===== src/cifr_pkg.sv =====
// Constants for the control input function router: register map, fields, reset values.
// Assumes a single 200 MHz core clock and an AXI4-Lite register bus with 32-bit data.
package cifr_pkg;

    localparam int ADDR_W = 8;
    localparam int DATA_W = 32;
    localparam int STRB_W = 4;

    localparam logic [7:0] CFG_OFS = 8'h00;
    localparam logic [7:0] BANK_OFS = 8'h04;
    localparam logic [7:0] STAT_OFS = 8'h08;
    localparam logic [7:0] EVT_OFS = 8'h0C;

    localparam int CFG_BLK_LOW_OC = 0;
    localparam int CFG_BLK_HIGH_OC = 1;
    localparam int CFG_BLK_LOW_EF = 2;
    localparam int CFG_BLK_HIGH_EF = 3;
    localparam int CFG_BANK_EXT = 4;
    localparam int CFG_IND_RST = 5;
    localparam int CFG_REL_RST = 6;
    localparam int CFG_FULL_RST = 7;

    localparam int STAT_IN = 0;
    localparam int STAT_BLK_LSB = 1;
    localparam int STAT_BANK = 5;
    localparam int STAT_EXT = 6;

    localparam int EVT_IND = 0;
    localparam int EVT_REL = 1;
    localparam int EVT_FULL = 2;
    localparam int EVT_REJ = 3;

    localparam logic [7:0] CFG_RST = 8'h00;
    localparam logic BANK_MAIN = 1'b0;
    localparam logic BANK_SECOND = 1'b1;
    localparam logic [3:0] EVT_RST = 4'h0;
    localparam logic [31:0] DATA_ZERO = 32'h0000_0000;

    localparam logic [1:0] RESP_OKAY = 2'b00;
    localparam logic [1:0] RESP_SLVERR = 2'b10;

    // Tells whether a byte address falls on one of the mapped registers.
    function automatic logic addrHit(input logic [7:0] addr);
        addrHit = (addr == CFG_OFS) || (addr == BANK_OFS) || (addr == STAT_OFS) || (addr == EVT_OFS);
    endfunction : addrHit

endpackage : cifr_pkg


===== src/cifr_axil_slave.sv =====
// AXI4-Lite slave front end: takes one write and one read at a time.
// Assumes the parent decodes the write strobe and supplies read data combinationally.
`timescale 1ns/1ps
`default_nettype none

module cifr_axil_slave (
    input wire logic core_clk,
    input wire logic sys_rst,
    input wire logic [7:0] s_axi_awaddr,
    input wire logic s_axi_awvalid,
    output logic s_axi_awready,
    input wire logic [31:0] s_axi_wdata,
    input wire logic [3:0] s_axi_wstrb,
    input wire logic s_axi_wvalid,
    output logic s_axi_wready,
    output logic [1:0] s_axi_bresp,
    output logic s_axi_bvalid,
    input wire logic s_axi_bready,
    input wire logic [7:0] s_axi_araddr,
    input wire logic s_axi_arvalid,
    output logic s_axi_arready,
    output logic [31:0] s_axi_rdata,
    output logic [1:0] s_axi_rresp,
    output logic s_axi_rvalid,
    input wire logic s_axi_rready,
    output logic wrEn,
    output logic [7:0] wrAddr,
    output logic [31:0] wrData,
    output logic [3:0] wrStrb,
    output logic [7:0] rdAddr,
    input wire logic [31:0] rdData
);

    typedef struct packed {
        logic awGot;
        logic wGot;
        logic [7:0] addr;
        logic [31:0] data;
        logic [3:0] strb;
        logic bvalid;
        logic [1:0] bresp;
        logic rvalid;
        logic [31:0] rdata;
        logic [1:0] rresp;
    } cifr_axil_st_t;

    cifr_axil_st_t st_ff;
    cifr_axil_st_t nxt_st;

    assign s_axi_awready = !st_ff.awGot && !st_ff.bvalid;
    assign s_axi_wready = !st_ff.wGot && !st_ff.bvalid;
    assign s_axi_arready = !st_ff.rvalid;
    assign s_axi_bvalid = st_ff.bvalid;
    assign s_axi_bresp = st_ff.bresp;
    assign s_axi_rvalid = st_ff.rvalid;
    assign s_axi_rdata = st_ff.rdata;
    assign s_axi_rresp = st_ff.rresp;
    assign wrEn = st_ff.awGot && st_ff.wGot && !st_ff.bvalid;
    assign wrAddr = st_ff.addr;
    assign wrData = st_ff.data;
    assign wrStrb = st_ff.strb;
    assign rdAddr = s_axi_araddr;

    always_comb
    begin
        nxt_st = st_ff;
        if (s_axi_awvalid && s_axi_awready)
        begin
            nxt_st.awGot = 1'b1;
            nxt_st.addr = s_axi_awaddr;
        end
        if (s_axi_wvalid && s_axi_wready)
        begin
            nxt_st.wGot = 1'b1;
            nxt_st.data = s_axi_wdata;
            nxt_st.strb = s_axi_wstrb;
        end
        if (wrEn)
        begin
            nxt_st.awGot = 1'b0;
            nxt_st.wGot = 1'b0;
            nxt_st.bvalid = 1'b1;
            nxt_st.bresp = cifr_pkg::addrHit(st_ff.addr) ? cifr_pkg::RESP_OKAY : cifr_pkg::RESP_SLVERR;
        end
        else if (st_ff.bvalid && s_axi_bready)
        begin
            nxt_st.bvalid = 1'b0;
        end
        if (s_axi_arvalid && s_axi_arready)
        begin
            nxt_st.rvalid = 1'b1;
            nxt_st.rdata = rdData;
            nxt_st.rresp = cifr_pkg::addrHit(s_axi_araddr) ? cifr_pkg::RESP_OKAY : cifr_pkg::RESP_SLVERR;
        end
        else if (st_ff.rvalid && s_axi_rready)
        begin
            nxt_st.rvalid = 1'b0;
        end
    end

    always_ff @(posedge core_clk or posedge sys_rst)
    begin
        if (sys_rst)
        begin
            st_ff <= '0;
        end
        else
        begin
            st_ff <= nxt_st;
        end
    end

endmodule : cifr_axil_slave

`default_nettype wire


===== src/cifr_router.sv =====
// Routes one external control input to stage blocking, bank selection and reset actions.
// Assumes the control input and panel request are synchronous to core_clk.
// Behaviour
// - With config bits one to four clear, the input blocks no protection stage.
// - Config bit one set: input active blocks the low-set overcurrent stage.
// - Config bit two set: input active blocks the high-set overcurrent stage.
// - Config bit three set: input active blocks the low-set earth-fault stage.
// - Config bit four set: input active blocks the high-set earth-fault stage.
// - Bit five clear: bank follows the serial command or panel pushbuttons.
// - Bit five set: main bank while input inactive, second bank while active.
// - Bit five set: serial and panel bank selections are rejected.
// - Bit six set: input activation clears the operation indicators.
// - Bit seven set: input activation clears indicators and output relays.
// - Bit eight set: input activation does full reset, erasing recorded values.
`timescale 1ns/1ps
`default_nettype none

module cifr_router (
    input wire logic core_clk,
    input wire logic sys_rst,
    input wire logic [7:0] s_axi_awaddr,
    input wire logic s_axi_awvalid,
    output logic s_axi_awready,
    input wire logic [31:0] s_axi_wdata,
    input wire logic [3:0] s_axi_wstrb,
    input wire logic s_axi_wvalid,
    output logic s_axi_wready,
    output logic [1:0] s_axi_bresp,
    output logic s_axi_bvalid,
    input wire logic s_axi_bready,
    input wire logic [7:0] s_axi_araddr,
    input wire logic s_axi_arvalid,
    output logic s_axi_arready,
    output logic [31:0] s_axi_rdata,
    output logic [1:0] s_axi_rresp,
    output logic s_axi_rvalid,
    input wire logic s_axi_rready,
    input wire logic externalControlInput,
    input wire logic panelBankReq,
    input wire logic panelBankSel,
    output logic blockLowOc,
    output logic blockHighOc,
    output logic blockLowEarthFault,
    output logic blockHighEarthFault,
    output logic activeBank,
    output logic indicatorResetPulse,
    output logic relayResetPulse,
    output logic fullResetPulse
);

    typedef struct packed {
        logic [7:0] cfg;
        logic bankReq;
        logic prevIn;
        logic [3:0] blk;
        logic bank;
        logic indPulse;
        logic relPulse;
        logic fullPulse;
        logic [3:0] evt;
    } cifr_router_st_t;

    cifr_router_st_t st_ff;
    cifr_router_st_t nxt_st;

    logic wrEn;
    logic [7:0] wrAddr;
    logic [31:0] wrData;
    logic [3:0] wrStrb;
    logic [7:0] rdAddr;
    logic [31:0] rdData;
    logic wrCfg;
    logic wrBank;
    logic wrEvt;
    logic inRise;
    logic extBank;
    logic [3:0] blkNow;
    logic [3:0] evtSet;
    logic bankRejected;

    // Tells whether a write hits the given register with the low byte lane enabled.
    function automatic logic regWrite(
        input logic en,
        input logic [7:0] addr,
        input logic [3:0] strb,
        input logic [7:0] ofs
    );
        regWrite = en && (addr == ofs) && strb[0];
    endfunction : regWrite

    cifr_axil_slave u_axil (
        .core_clk(core_clk),
        .sys_rst(sys_rst),
        .s_axi_awaddr(s_axi_awaddr),
        .s_axi_awvalid(s_axi_awvalid),
        .s_axi_awready(s_axi_awready),
        .s_axi_wdata(s_axi_wdata),
        .s_axi_wstrb(s_axi_wstrb),
        .s_axi_wvalid(s_axi_wvalid),
        .s_axi_wready(s_axi_wready),
        .s_axi_bresp(s_axi_bresp),
        .s_axi_bvalid(s_axi_bvalid),
        .s_axi_bready(s_axi_bready),
        .s_axi_araddr(s_axi_araddr),
        .s_axi_arvalid(s_axi_arvalid),
        .s_axi_arready(s_axi_arready),
        .s_axi_rdata(s_axi_rdata),
        .s_axi_rresp(s_axi_rresp),
        .s_axi_rvalid(s_axi_rvalid),
        .s_axi_rready(s_axi_rready),
        .wrEn(wrEn),
        .wrAddr(wrAddr),
        .wrData(wrData),
        .wrStrb(wrStrb),
        .rdAddr(rdAddr),
        .rdData(rdData)
    );

    // Register write decode.
    always_comb
    begin
        wrCfg = regWrite(wrEn, wrAddr, wrStrb, cifr_pkg::CFG_OFS);
        wrBank = regWrite(wrEn, wrAddr, wrStrb, cifr_pkg::BANK_OFS);
        wrEvt = regWrite(wrEn, wrAddr, wrStrb, cifr_pkg::EVT_OFS);
    end

    // Edge view of the control input and the external bank mode bit.
    always_comb
    begin
        inRise = externalControlInput && !st_ff.prevIn;
        extBank = st_ff.cfg[cifr_pkg::CFG_BANK_EXT];
    end

    // Stage blocking follows the input level, gated per stage by config bits one to four.
    always_comb
    begin
        blkNow = 4'h0;
        if (externalControlInput)
        begin
            blkNow[0] = st_ff.cfg[cifr_pkg::CFG_BLK_LOW_OC];
            blkNow[1] = st_ff.cfg[cifr_pkg::CFG_BLK_HIGH_OC];
            blkNow[2] = st_ff.cfg[cifr_pkg::CFG_BLK_LOW_EF];
            blkNow[3] = st_ff.cfg[cifr_pkg::CFG_BLK_HIGH_EF];
        end
    end

    // Hardware events for the sticky event register.
    always_comb
    begin
        evtSet = 4'h0;
        bankRejected = extBank && (wrBank || panelBankReq);
        evtSet[cifr_pkg::EVT_IND] = inRise && (st_ff.cfg[cifr_pkg::CFG_IND_RST]
            || st_ff.cfg[cifr_pkg::CFG_REL_RST] || st_ff.cfg[cifr_pkg::CFG_FULL_RST]);
        evtSet[cifr_pkg::EVT_REL] = inRise && (st_ff.cfg[cifr_pkg::CFG_REL_RST]
            || st_ff.cfg[cifr_pkg::CFG_FULL_RST]);
        evtSet[cifr_pkg::EVT_FULL] = inRise && st_ff.cfg[cifr_pkg::CFG_FULL_RST];
        evtSet[cifr_pkg::EVT_REJ] = bankRejected;
    end

    // Next state of the whole router.
    always_comb
    begin
        nxt_st = st_ff;
        nxt_st.prevIn = externalControlInput;
        if (wrCfg)
        begin
            nxt_st.cfg = wrData[7:0];
        end
        if (!extBank)
        begin
            if (wrBank)
            begin
                nxt_st.bankReq = wrData[0];
            end
            else if (panelBankReq)
            begin
                nxt_st.bankReq = panelBankSel;
            end
        end
        if (extBank)
        begin
            nxt_st.bank = externalControlInput ? cifr_pkg::BANK_SECOND : cifr_pkg::BANK_MAIN;
        end
        else
        begin
            nxt_st.bank = st_ff.bankReq;
        end
        nxt_st.blk = blkNow;
        nxt_st.indPulse = evtSet[cifr_pkg::EVT_IND];
        nxt_st.relPulse = evtSet[cifr_pkg::EVT_REL];
        nxt_st.fullPulse = evtSet[cifr_pkg::EVT_FULL];
        if (wrEvt)
        begin
            nxt_st.evt = st_ff.evt & ~wrData[3:0];
        end
        nxt_st.evt = nxt_st.evt | evtSet;
    end

    always_ff @(posedge core_clk or posedge sys_rst)
    begin
        if (sys_rst)
        begin
            st_ff.cfg <= cifr_pkg::CFG_RST;
            st_ff.bankReq <= cifr_pkg::BANK_MAIN;
            st_ff.prevIn <= 1'b0;
            st_ff.blk <= 4'h0;
            st_ff.bank <= cifr_pkg::BANK_MAIN;
            st_ff.indPulse <= 1'b0;
            st_ff.relPulse <= 1'b0;
            st_ff.fullPulse <= 1'b0;
            st_ff.evt <= cifr_pkg::EVT_RST;
        end
        else
        begin
            st_ff <= nxt_st;
        end
    end

    // Read data mux; unmapped addresses read zero.
    always_comb
    begin
        rdData = cifr_pkg::DATA_ZERO;
        case (rdAddr)
            cifr_pkg::CFG_OFS:
            begin
                rdData[7:0] = st_ff.cfg;
            end
            cifr_pkg::BANK_OFS:
            begin
                rdData[0] = st_ff.bankReq;
            end
            cifr_pkg::STAT_OFS:
            begin
                rdData[cifr_pkg::STAT_IN] = st_ff.prevIn;
                rdData[cifr_pkg::STAT_BLK_LSB +: 4] = st_ff.blk;
                rdData[cifr_pkg::STAT_BANK] = st_ff.bank;
                rdData[cifr_pkg::STAT_EXT] = extBank;
            end
            cifr_pkg::EVT_OFS:
            begin
                rdData[3:0] = st_ff.evt;
            end
            default:
            begin
                rdData = cifr_pkg::DATA_ZERO;
            end
        endcase
    end

    assign blockLowOc = st_ff.blk[0];
    assign blockHighOc = st_ff.blk[1];
    assign blockLowEarthFault = st_ff.blk[2];
    assign blockHighEarthFault = st_ff.blk[3];
    assign activeBank = st_ff.bank;
    assign indicatorResetPulse = st_ff.indPulse;
    assign relayResetPulse = st_ff.relPulse;
    assign fullResetPulse = st_ff.fullPulse;

endmodule : cifr_router

`default_nettype wire


===== config.mk =====
export PLATFORM = sky130hd
export DESIGN_NAME = cifr_router
export DESIGN_NICKNAME = d
export VERILOG_FILES = /design/src/cifr_pkg.sv /design/src/cifr_axil_slave.sv /design/src/cifr_router.sv
export SDC_FILE = /design/constraint.sdc
export NUM_CORES = 1
export LEC_CHECK = 0
export BUFFER_PORTS_ARGS = -buffer_cell sky130_fd_sc_hd__buf_2
export CORE_MARGIN = 2
export CORE_UTILIZATION = 50
export DETAILED_ROUTE_END_ITERATION = 8
export PLACE_DENSITY = 0.85
export SLEW_MARGIN = 10
export SYNTH_ARGS = -nofsm -noshare
export SYNTH_HDL_FRONTEND = slang
export SYNTH_SLANG_ARGS = --single-unit

===== constraint.sdc =====
create_clock -name core_clk -period 3.15 [get_ports core_clk]
set_input_delay 0.63 -clock core_clk [delete_from_list [all_inputs] [get_ports core_clk]]
set_output_delay 0.63 -clock core_clk [all_outputs]
set_load 0.01 [all_outputs]

After elaboration in Yosys (flattened, before gate mapping)

Index checks and enable logic that the tools add are counted.

Output and inout bits: 49
Logic and storage cells: 91
Flip-flop bits (word level): 55
Input bits: 62

Reductions and logical operators: 43
Multiplexer cells: 19
Bitwise gates (word level): 4
Equal/unequal tests: 6

Operators with widths:

| operator             | number |
|---|---|
| $eq A8 B4 Y1 const B | 4 |
| $logic_and A1 B1 Y1  | 20 |
| $eq A8 B3 Y1 const B | 2 |
| $logic_not A8 Y1     | 2 |
| $mux W1              | 11 |
| $logic_or A1 B1 Y1   | 10 |
| $reduce_bool A2 Y1   | 5 |
| $pmux W3 S3          | 1 |
| $mux W4              | 2 |
| $mux W2              | 3 |
| $pmux W3 S2          | 1 |
| $logic_not A1 Y1     | 5 |
| $and A4 B4 Y4        | 1 |
| $not A4 Y4           | 1 |
| $or A4 B4 Y4         | 1 |
| $pmux W1 S4          | 1 |
| $reduce_and A2 Y1    | 1 |
| $not A1 Y1           | 1 |

Depth between registers and ports, before layout

Gate-level depths: netlist of the first run.

Depth in word-level cells: 7
Depth in mapped cells: 5
Gate-level depth less buffers: 4

Modules after synthesis

A second synthesis of the first run with hierarchy kept.

Cells, all modules: 375
Area, all modules: 5037.3 sq um

By module, submodules not included:

| module          | cells an instance | instances | sequential area each (sq um) | area an instance (sq um) |
|---|---|---|---|---|
| cifr_axil_slave | 279               | 1         | 2052.0                       | 3910.0 |
| cifr_router     | 96                | 1         | 550.5                        | 1127.3 |

Least setup slack after synthesis of the first run

Ideal clock, no wire load.

Path type: register to register
Start: register u_axil.st_ff, in the netlist u_axil.wrAddr[4]
End: register st_ff, in the netlist extBank
Slack: 1.150 ns
Period minus slack after synthesis: 2.000 ns
Required time: 3.025 ns
Library setup time: 0.125 ns
Data arrival time: 1.875 ns
Path buffers: 1
Stages on the path, launching flop included: 6
Cell sequence: dfrtp_1 > or4_4 > nor2_2 > or4b_1 > buf_6 > mux2_4

Cells in the longest elaborated chain, start to end: 3

RTL lines:

| element                          | RTL line               | text |
|---|---|---|
| from (decl)                      | cifr_axil_slave.sv:47  | `cifr_axil_st_t st_ff;` |
| from (signal assigned)           | cifr_axil_slave.sv:109 | `st_ff <= nxt_st;` |
| $logic_not A8 Y1                 | cifr_router.sv:88      | `regWrite = en && (addr == ofs) && strb[0];` |
| $logic_and A1 B1 Y1 (2 in a row) | cifr_router.sv:88      |  |
| to (signal assigned)             | cifr_router.sv:215     | `st_ff <= nxt_st;` |
| to (decl)                        | cifr_router.sv:63      | `cifr_router_st_t st_ff;` |

Every way passes these cells.
A chain may end at the register's enable or synchronous reset.

Worst setup path after layout of the first run

Start: register u_axil.st_ff, in the netlist u_axil.wrAddr[4]
End: register st_ff[21] (netlist bit)

The elaborated chain is that of the path after synthesis.

==> reports/results.ini, run 1 <==
[global_route]
grt.total_usage_pct = 15.7
antenna_found_initial = 0
grt_max_degree = 54
grt_pass1_wl_mm = 6.54
first_global_vias = 1465
overflow = 0

[synth]
synth-edff-count = 0
synth_cell_types = 33
netlist_instances = 206
synth_area_um2 = 2470
seq_area_frac_synth_pct = 53.6
synth_seq_cells = 53
yosysWarnings = 0
synth_ff_type = dfrtp_1
postSynthAreaPerCell_um2 = 12.0
async_reset_ff_share_pct = 100

[timing]
setup_ws_ns = 0.908
slew_violations = 0
grt_setup_unrepaired = false
period_needed_ns = 2.24
hold_violations = 0
maxSlewHeadroom_pct = 28.4
setup_violations = 0
tightestPinTransition_ns = 1.07
clock_skew_ns = 0.00562
fin_crit_sh_pct = 71.2
fmax_mhz = 446
tns_ns = 0

[setup_path]
crit_chain = or4_4 -> nor2_2 -> or4b_1 -> mux2_4
critPathMaxStageDelay_ns = 0.71
cp.required_ns = 3.34
cp-start-kind = flip-flop
crit_arrival_ns = 2.43
cp-end-kind = flip-flop
crit_type = reg -> reg
cp_max_fo = 8
cpMaxStageDelayCell = or4b_1

[floorplanning]
core-area_um2 = 4750
start_util_pct = 52.0
die_h_um = 74.3
rows = 25
fp.dieArea_um2 = 5520
die_x_um = 74.3
boundaryPins = 111

[placed_design]
globalplace.congestion = 0.756
io_buffers = 57
place_ws_ns = 0.898
hpwl_mm = 3.13
place_inst = 314
placed_cell_area_um2 = 2640

[clock_network]
cts_buffers = 5
hold_buffers = 0
post_cts_buffers = 0
cts.sinks = 53
cts_max_level = 2
clk_pin_slew_worst_paths_ns = 0.09
clock_path_buffers = 2
tritoncts = built
cts_resized = 0
worstSkewPairLatency_ns = 0.30
cts_root_buf = clkbuf_8

[route]
route.vias.total = 1545
dr.first_iter.drc_count = 64
drt-total-wl_mm = 4.10
via_per_inst = 4.80
drc = 0
wire_per_inst_um = 12.7
ant_nets = 0
dr.pass1.iters = 4

[hold_path]
worstHoldPathType = reg -> reg

[finish]
instances_no_fill = 322
regArea_um2 = 1330
final_common_cell = buf_2
multi_input_comb_area_um2 = 921
fin_nets = 316
num_antenna_cells = 0
utilization_pct = 57.2
drive_gt1_share_pct = 38.0
n_fill_cell = 440
fin_area_um2 = 2720
area_growth_pct = 9.97
layout_common_cells = buf_2, dfrtp_1, conb_1

[flow_run]
cap_violations = 0

[pwr]
leakagePower_nw = 1.39
ir_drop_uv = 457
power_density_nw_per_um2 = 678

[run_status]
outcome = finished clean

-- logic make-up (layout without fill, tap and decap cells) --
logic type             after synthesis  after routing  synth area share, %
buffers and inverters               47             71                 12.9
and+or+nand+nor                     51             51                 11.3
other                                1             26                0.152
AOI/OAI and AO/OA                   21             21                 5.42
DFF                                 53             53                 53.6
muxes                               33             33                 16.5
-- cells in the mapped netlist, types with 2 or more instances --
cell | n | area (um^2)
dfrtp_1 | 53 | 1330
nand2_1 | 17 | 63.8
nand3b_1 | 3 | 22.5
o21ai_0 | 10 | 50.1
or4_4 | 2 | 22.5
a21o_1 | 4 | 30.0
nand4b_1 | 2 | 17.5
mux2_4 | 8 | 120
nand2b_1 | 2 | 12.5
nor2b_1 | 2 | 12.5
a22oi_1 | 3 | 22.5
and2_1 | 5 | 31.3
nor4_1 | 2 | 12.5
inv_1 | 6 | 22.5
nand4_1 | 2 | 12.5
nor2_1 | 8 | 30.0
buf_4 | 36 | 270
mux2_2 | 21 | 236
mux2i_1 | 3 | 30.0
clkbuf_1 | 4 | 15.0
-- per-layer routing --
metal | up-vias | wire length (um) | part of all wire (%) | track usage (%)
li1 | 738 | - | - | -
met1 | 735 | 1740 | 43 | 19.0
met2 | 68 | 1910 | 47 | 26.3
met3 | 4 | 390 | 9.5 | 5.56
met4 | 0 | 48 | 1.2 | 5.36
met5 | - | 0 | 0 | 0
-- power by group --
| part | leakage, nW | internal [mW] | switching (mW) |
|---|---|---|---|
| clock network | 0.0395 | 0.158 | 0.207 |
| logic | 0.673 | 0.268 | 0.200 |
| registers | 0.673 | 0.873 | 0.137 |
-- registers in the layout (all words and copies together), names as in the netlist, 2 cells and up --
name and cells:
st_ff 13, u_axil.wrData 8, u_axil.s_axi_rdata 8, u_axil.st_ff 2, u_axil.wrAddr 8
-- through the flow --
step	total power [mW]	hold slack, ns
after floorplan	1.39	0.444
after global placement	1.47	0.457
after detailed placement	1.50	0.461
after CTS	1.86	0.481
after global routing	1.96	0.495
final	1.84	0.479
-- critical path, delay by kind of cell (launching register included) --
| kind | cells | cell delay [ns] |
|---|---|---|
| AND/OR/NAND/NOR | 3 | 1.36 |
| flip-flops | 1 | 0.38 |
| multiplexers | 1 | 0.38 |
-- layout make-up --
type | count | area share (%)
tap | 67 | 3.08
sequential | 53 | 48.8
multi-input combinational | 131 | 33.9
clock buffer | 8 | 2.95
inverter | 6 | 0.828
timing repair buffer | 57 | 10.5
-- worst paths after layout --
path                                               from                      endpoint  slack [ns]  cells past startpoint
setup / recovery           u_axil.wrAddr[4]$_DFFE_PP0P_         st_ff[21]$_DFFE_PP0P_        0.91                      4
hold / removal                       st_ff[2]$_DFF_PP0_            st_ff[2]$_DFF_PP0_        0.48                      1
setup reg to reg           u_axil.wrAddr[4]$_DFFE_PP0P_         st_ff[21]$_DFFE_PP0P_        0.91                      4
hold reg to reg                      st_ff[2]$_DFF_PP0_            st_ff[2]$_DFF_PP0_        0.48                      1
max in group asynchronous                       sys_rst  u_axil.wrAddr[1]$_DFFE_PP0P_        1.90                      2
min in group asynchronous                       sys_rst      fullResetPulse$_DFF_PP0_        0.58                      2
Power figures use the tool's default switching activity.
==> inputs of run 2 (changes only) <==
Settings changed: CORE_UTILIZATION 50 to 47, PLACE_DENSITY 0.85 to 0.81.
Clock period 3.15 ns to 2.3 ns, I/O delays scaled along.
==> run 2 against run 1 <==
Compared with the run above: core utilization is 3.2 points lower; combinational power up 37%; power grew 38%; flip-flop and latch count unchanged; non-clock buffer count grew 4; wire length rose by 3.1%; die area up 6.0%; worst hold slack worse by 0.34 ns; final area is 1.3% higher; largest cell class unchanged; highest routed layer unchanged.
==> reports/results.ini, run 2 (same netlist as run 1, synthesis figures left out) <==
[run_status]
outcome = finished clean  ; unchanged

[finish]
n_fill_cell = 480  ; was 440
final_common_cell = buf_2  ; unchanged
largest_reg_flops = 13  ; unchanged
drive_gt1_share_pct = 39.8  ; was 38.0%
fin_nets = 320  ; was 316
area_growth_pct = 11.4  ; was 9.97%
top_register = st_ff  ; unchanged
regArea_um2 = 1330  ; unchanged
layout_common_cells = buf_2, dfrtp_1, conb_1  ; unchanged
fin_area_um2 = 2760  ; was 2720 um^2
multi_input_comb_area_um2 = 921  ; unchanged
num_antenna_cells = 0  ; unchanged

[timing]
grt_setup_unrepaired = false  ; unchanged
setup_violations = 0  ; unchanged
tightestPinTransition_ns = 0.649  ; was 1.07 ns
setup_ws_ns = 0.191  ; was 0.908 ns
fin_crit_sh_pct = 91.7  ; was 71.2%
fmax_mhz = 474  ; was 446 MHz
tns_ns = 0  ; unchanged
period_needed_ns = 2.11  ; was 2.24 ns
maxSlewHeadroom_pct = 56.6  ; was 28.4%
slew_violations = 0  ; unchanged
hold_violations = 0  ; unchanged
clock_skew_ns = 0.00750  ; was 0.00562 ns

[global_route]
antenna_found_initial = 0  ; unchanged
busiest_layer = met2  ; unchanged
grtUsageMet2_pct = 23.7  ; was 26.3%
use_met1_pct = 19.0  ; about the same
grt_pass1_wl_mm = 7.02  ; was 6.54 mm
grt_max_degree = 23  ; was 54
first_global_vias = 1481  ; was 1465
overflow = 0  ; unchanged
grt_use_met3_pct = 5.57  ; was 5.56%
grt.total_usage_pct = 15.4  ; was 15.7%

[setup_path]
cp-start-kind = flip-flop  ; unchanged
crit_arrival_ns = 2.30  ; was 2.43 ns
cp.required_ns = 2.49  ; was 3.34 ns
cp-end-kind = flip-flop  ; unchanged
cp_max_fo = 8  ; unchanged
rr_worst_depth = 5  ; was 4
crit_type = reg -> reg  ; unchanged

[clock_network]
worstSkewPairLatency_ns = 0.31  ; was 0.30 ns
post_cts_buffers = 0  ; unchanged
cts_resized = 0  ; unchanged
hold_buffers = 0  ; unchanged
cts_root_buf = clkbuf_8  ; unchanged
cts_buffers = 5  ; unchanged
tritoncts = built  ; unchanged
cts_max_level = 2  ; unchanged
cts.sinks = 53  ; unchanged
clk_pin_slew_worst_paths_ns = 0.09  ; about the same
clock_path_buffers = 2  ; unchanged

[pwr]
seqPwrFrac_pct = 55.0  ; was 54.8%
power.share.clock_pct = 19.8  ; about the same
internal_power_mw = 1.78  ; was 1.30 mW
comb_power_share_pct = 25.3  ; was 25.4%
p_switching_mw = 0.759  ; was 0.544 mW
ir_drop_uv = 552  ; was 457 uV
swShare_pct = 29.9  ; was 29.5%
power_density_nw_per_um2 = 921  ; was 678 nW/um^2
leakagePower_nw = 1.41  ; was 1.39 nW

[flow_run]
cap_violations = 0  ; unchanged

[floorplanning]
start_util_pct = 48.4  ; was 52.0%
fp.dieArea_um2 = 5860  ; was 5520 um^2
boundaryPins = 111  ; unchanged
die_x_um = 76.5  ; was 74.3 um
rows = 26  ; was 25
core-area_um2 = 5110  ; was 4750 um^2
die_h_um = 76.5  ; was 74.3 um

[route]
dr.pass1.iters = 4  ; unchanged
drt-total-wl_mm = 4.23  ; was 4.10 mm
route.vias.total = 1586  ; was 1545
drc = 0  ; unchanged
dr.first_iter.drc_count = 85  ; was 64
ant_nets = 0  ; unchanged
wire_per_inst_um = 12.8  ; was 12.7 um
via_per_inst = 4.82  ; was 4.80

[placed_design]
globalplace.congestion = 0.759  ; was 0.756
place_ws_ns = 0.197  ; was 0.898 ns
hpwl_mm = 3.31  ; was 3.13 mm
placed_cell_area_um2 = 2670  ; was 2640 um^2
io_buffers = 57  ; unchanged

[hold_path]
worstHoldPathType = in -> async  ; was reg -> reg

-- run 2: changes by cell type in the layout (fill, tap and decap cells not counted), sizes merged --
cell    change
buf         +4
clkbuf      -2
clkinv      +2
-- run 2: final cells by class --
cell class                 instances  share of cell area [%]
inverter                           6                   0.817
clock buffer                       6                    2.63
multi-input combinational        131                    33.4
timing repair buffer              61                    11.4
sequential                        53                    48.1
clock inverter                     2                   0.363
tap                               70                    3.18
-- run 2: worst paths after layout --
check / startpoint / to / slack (ns)
min in group core_clk: s_axi_bready / u_axil.s_axi_bvalid$_DFFE_PP0P_ / 0.32
worst max-delay path: u_axil.wrAddr[4]$_DFFE_PP0P_ / st_ff[17]$_DFFE_PP0P_ / 0.19
worst min-delay path: sys_rst / st_ff[2]$_DFF_PP0_ / 0.14
worst max register to register: u_axil.wrAddr[4]$_DFFE_PP0P_ / st_ff[17]$_DFFE_PP0P_ / 0.19
worst min register to register: u_axil.s_axi_rdata[7]$_DFFE_PP0P_ / u_axil.s_axi_rdata[7]$_DFFE_PP0P_ / 0.48
max in group asynchronous: sys_rst / u_axil.wrAddr[0]$_DFFE_PP0P_ / 1.57
-- run 2: per-layer routing --
metal  up-vias  routed length, um
li1        741                  -
met1       750               1820
met2        86               1910
met3         9                410
met4         0                 89
met5         -                  0
-- run 2: worst max-delay path, stage by stage, from the launching register on --
cell     delay [ns]
dfrtp_1        0.39
or4_4          0.56
nor2_2         0.11
or4b_1         0.43
buf_4          0.21
mux2_4         0.30
-- run 2: power groups by stage --
stage | combinational, mW | clock, mW | sequential, mW
after floorplan | 0.542 | 0 | 1.36
after global placement | 0.625 | 0 | 1.39
after detailed placement | 0.652 | 0 | 1.42
after CTS | 0.653 | 0.517 | 1.40
after global routing | 0.713 | 0.552 | 1.43
final | 0.642 | 0.501 | 1.39
-- run 2: stage by stage --
stage	hold slack, ns	total power [mW]	std cells	utilization (%)
floorplan	0.444	1.90	231	-
global placement	0.457	2.02	321	52.3
detailed placement	0.460	2.07	321	52.3
CTS	0.154	2.57	329	53.9
global route	0.170	2.70	329	53.9
finish	0.144	2.54	329	53.9
==> inputs of run 3 (changes only) <==
Settings changed: PLACE_DENSITY 0.81 to default, PLACE_DENSITY_LB_ADDON from default to 0.05.
==> run 3 against run 2 <==
Compared with the run above: core utilization is essentially flat; sequential power is essentially flat; global-route usage down 0.61 points; register-to-register slack is essentially flat; clock-buffer cell count rose by 1; sequential share of layout area hardly changed; clock skew is 0.00074 ns higher; first-iteration DRC count shrank 56%; largest cell class unchanged.
==> reports/results.ini, run 3 (same netlist as run 1, synthesis figures left out) <==
[flow_run]
cap_violations = 0  ; unchanged

[finish]
layout_common_cells = buf_2, dfrtp_1, conb_1  ; unchanged
instances_no_fill = 329  ; unchanged
drive_gt1_share_pct = 39.4  ; was 39.8%
fin_nets = 320  ; unchanged
area_growth_pct = 11.5  ; was 11.4%
largest_reg_flops = 13  ; unchanged
n_fill_cell = 490  ; was 480
top_register = st_ff  ; unchanged
final_common_cell = buf_2  ; unchanged
num_antenna_cells = 0  ; unchanged
utilization_pct = 54.0  ; was 53.9%

[route]
dr.first_iter.drc_count = 37  ; was 85
drc = 0  ; unchanged
wire_per_inst_um = 12.3  ; was 12.8 um
dr.pass1.iters = 4  ; unchanged
drt-total-wl_mm = 4.05  ; was 4.23 mm
via_per_inst = 4.79  ; was 4.82
route.vias.total = 1575  ; was 1586
ant_nets = 0  ; unchanged

[floorplanning]
die_x_um = 76.5  ; unchanged
fp.dieArea_um2 = 5860  ; unchanged
rows = 26  ; unchanged
boundaryPins = 111  ; unchanged
die_h_um = 76.5  ; unchanged
start_util_pct = 48.4  ; unchanged
core-area_um2 = 5110  ; unchanged

[timing]
setup_violations = 0  ; unchanged
fin_crit_sh_pct = 92.0  ; was 91.7%
clock_skew_ns = 0.00824  ; was 0.00750 ns
grt_setup_unrepaired = false  ; unchanged
fmax_mhz = 472  ; was 474 MHz
slew_violations = 0  ; unchanged
hold_slack_ns = 0.301  ; was 0.144 ns
hold_violations = 0  ; unchanged
period_needed_ns = 2.12  ; was 2.11 ns
maxSlewHeadroom_pct = 56.2  ; was 56.6%
tns_ns = 0  ; unchanged
tightestPinTransition_ns = 0.657  ; was 0.649 ns
setup_ws_ns = 0.183  ; was 0.191 ns

[setup_path]
crit_chain = or4_4 -> nor2_2 -> or4b_1 -> buf_4 -> mux2_4  ; unchanged
crit_cells = 5  ; unchanged
cpMaxStageDelayCell = or4_4  ; unchanged
rr_worst_depth = 5  ; unchanged
cp_num_buf_inv = 1  ; unchanged
cp-end-kind = flip-flop  ; unchanged
critPathMaxStageDelay_ns = 0.56  ; about the same
cp.required_ns = 2.49  ; about the same
cp_max_fo = 8  ; unchanged
cp_top_family = simple AND/OR/NAND/NOR gates  ; unchanged
crit_arrival_ns = 2.31  ; was 2.30 ns
crit_type = reg -> reg  ; unchanged
cp-start-kind = flip-flop  ; unchanged

[clock_network]
cts_root_buf = clkbuf_8  ; unchanged
clk_pin_slew_worst_paths_ns = 0.09  ; about the same
cts.sinks = 53  ; unchanged
cts_buffers = 5  ; unchanged
post_cts_buffers = 0  ; unchanged
worstSkewPairLatency_ns = 0.30  ; was 0.31 ns
hold_buffers = 0  ; unchanged
cts_resized = 0  ; unchanged
clock_path_buffers = 2  ; unchanged
cts_max_level = 2  ; unchanged
tritoncts = built  ; unchanged

[global_route]
overflow = 0  ; unchanged
first_global_vias = 1453  ; was 1481
antenna_found_initial = 0  ; unchanged
grt_max_degree = 54  ; was 23
grt_pass1_wl_mm = 6.89  ; was 7.02 mm
grt.total_usage_pct = 14.7  ; was 15.4%

[run_status]
outcome = finished clean  ; unchanged

[pwr]
swShare_pct = 29.7  ; was 29.9%
leakagePower_nw = 1.40  ; was 1.41 nW
internal_power_mw = 1.79  ; was 1.78 mW
power.share.clock_pct = 20.1  ; was 19.8%
comb_power_share_pct = 25.3  ; about the same
seqPwrFrac_pct = 54.6  ; was 55.0%
p_switching_mw = 0.756  ; was 0.759 mW
ir_drop_uv = 533  ; was 552 uV
power_density_nw_per_um2 = 922  ; was 921 nW/um^2

[placed_design]
io_buffers = 57  ; unchanged
place_ws_ns = 0.192  ; was 0.197 ns
hpwl_mm = 3.07  ; was 3.31 mm
globalplace.congestion = 0.697  ; was 0.759
place_inst = 321  ; unchanged

[hold_path]
worstHoldPathType = in -> async  ; unchanged

[run 3: area by class of cell]
class | count | area [um^2] | area share (%)
sequential | 53 | 1330 | 48.1
tap | 70 | 87.6 | 3.18
clock buffer | 7 | 76.3 | 2.77
multi-input combinational | 131 | 921 | 33.4
timing repair buffer | 61 | 315 | 11.4
clock inverter | 1 | 7.51 | 0.272
inverter | 6 | 22.5 | 0.817
[run 3: worst min-delay path, delay by kind of cell]
kind | cells | cell delay, ns
buf+inv | 3 | 0.63
[run 3: layer usage]
layer | up-vias | global-route usage, % | routed length, um
li1 | 744 | - | -
met1 | 758 | 21.0 | 1920
met2 | 65 | 22.3 | 1840
met3 | 8 | 3.08 | 240
met4 | 0 | 5.45 | 57
met5 | - | 0 | 0
[run 3: worst paths after layout]
path                                                         from                                 to  slack (ns)
worst max-delay path                 u_axil.wrAddr[4]$_DFFE_PP0P_              st_ff[19]$_DFFE_PP0P_        0.18
worst min-delay path                                      sys_rst       u_axil.wrAddr[5]$_DFFE_PP0P_        0.30
worst max register to register       u_axil.wrAddr[4]$_DFFE_PP0P_              st_ff[19]$_DFFE_PP0P_        0.18
worst min register to register  u_axil.s_axi_rdata[2]$_DFFE_PP0P_  u_axil.s_axi_rdata[2]$_DFFE_PP0P_        0.48
max in group asynchronous                                 sys_rst  u_axil.s_axi_bresp[1]$_DFFE_PP0N_        1.54
min in group core_clk                                s_axi_bready    u_axil.s_axi_bvalid$_DFFE_PP0P_        0.33
[run 3: through the flow]
step | power (mW) | area, um^2
after floorplan | 1.90 | 2570
after global placement | 2.05 | 2670
after CTS | 2.58 | 2760
after detailed placement | 2.06 | 2670
final | 2.54 | 2760
after global routing | 2.72 | 2760
[run 3: power by group through the flow]
stage / logic (mW) / clock network (mW) / registers [mW]
final: 0.643 / 0.512 / 1.39
after global routing: 0.720 / 0.568 / 1.44
after CTS: 0.656 / 0.530 / 1.39
after detailed placement: 0.654 / 0 / 1.41
after global placement: 0.641 / 0 / 1.40
after floorplan: 0.542 / 0 / 1.36
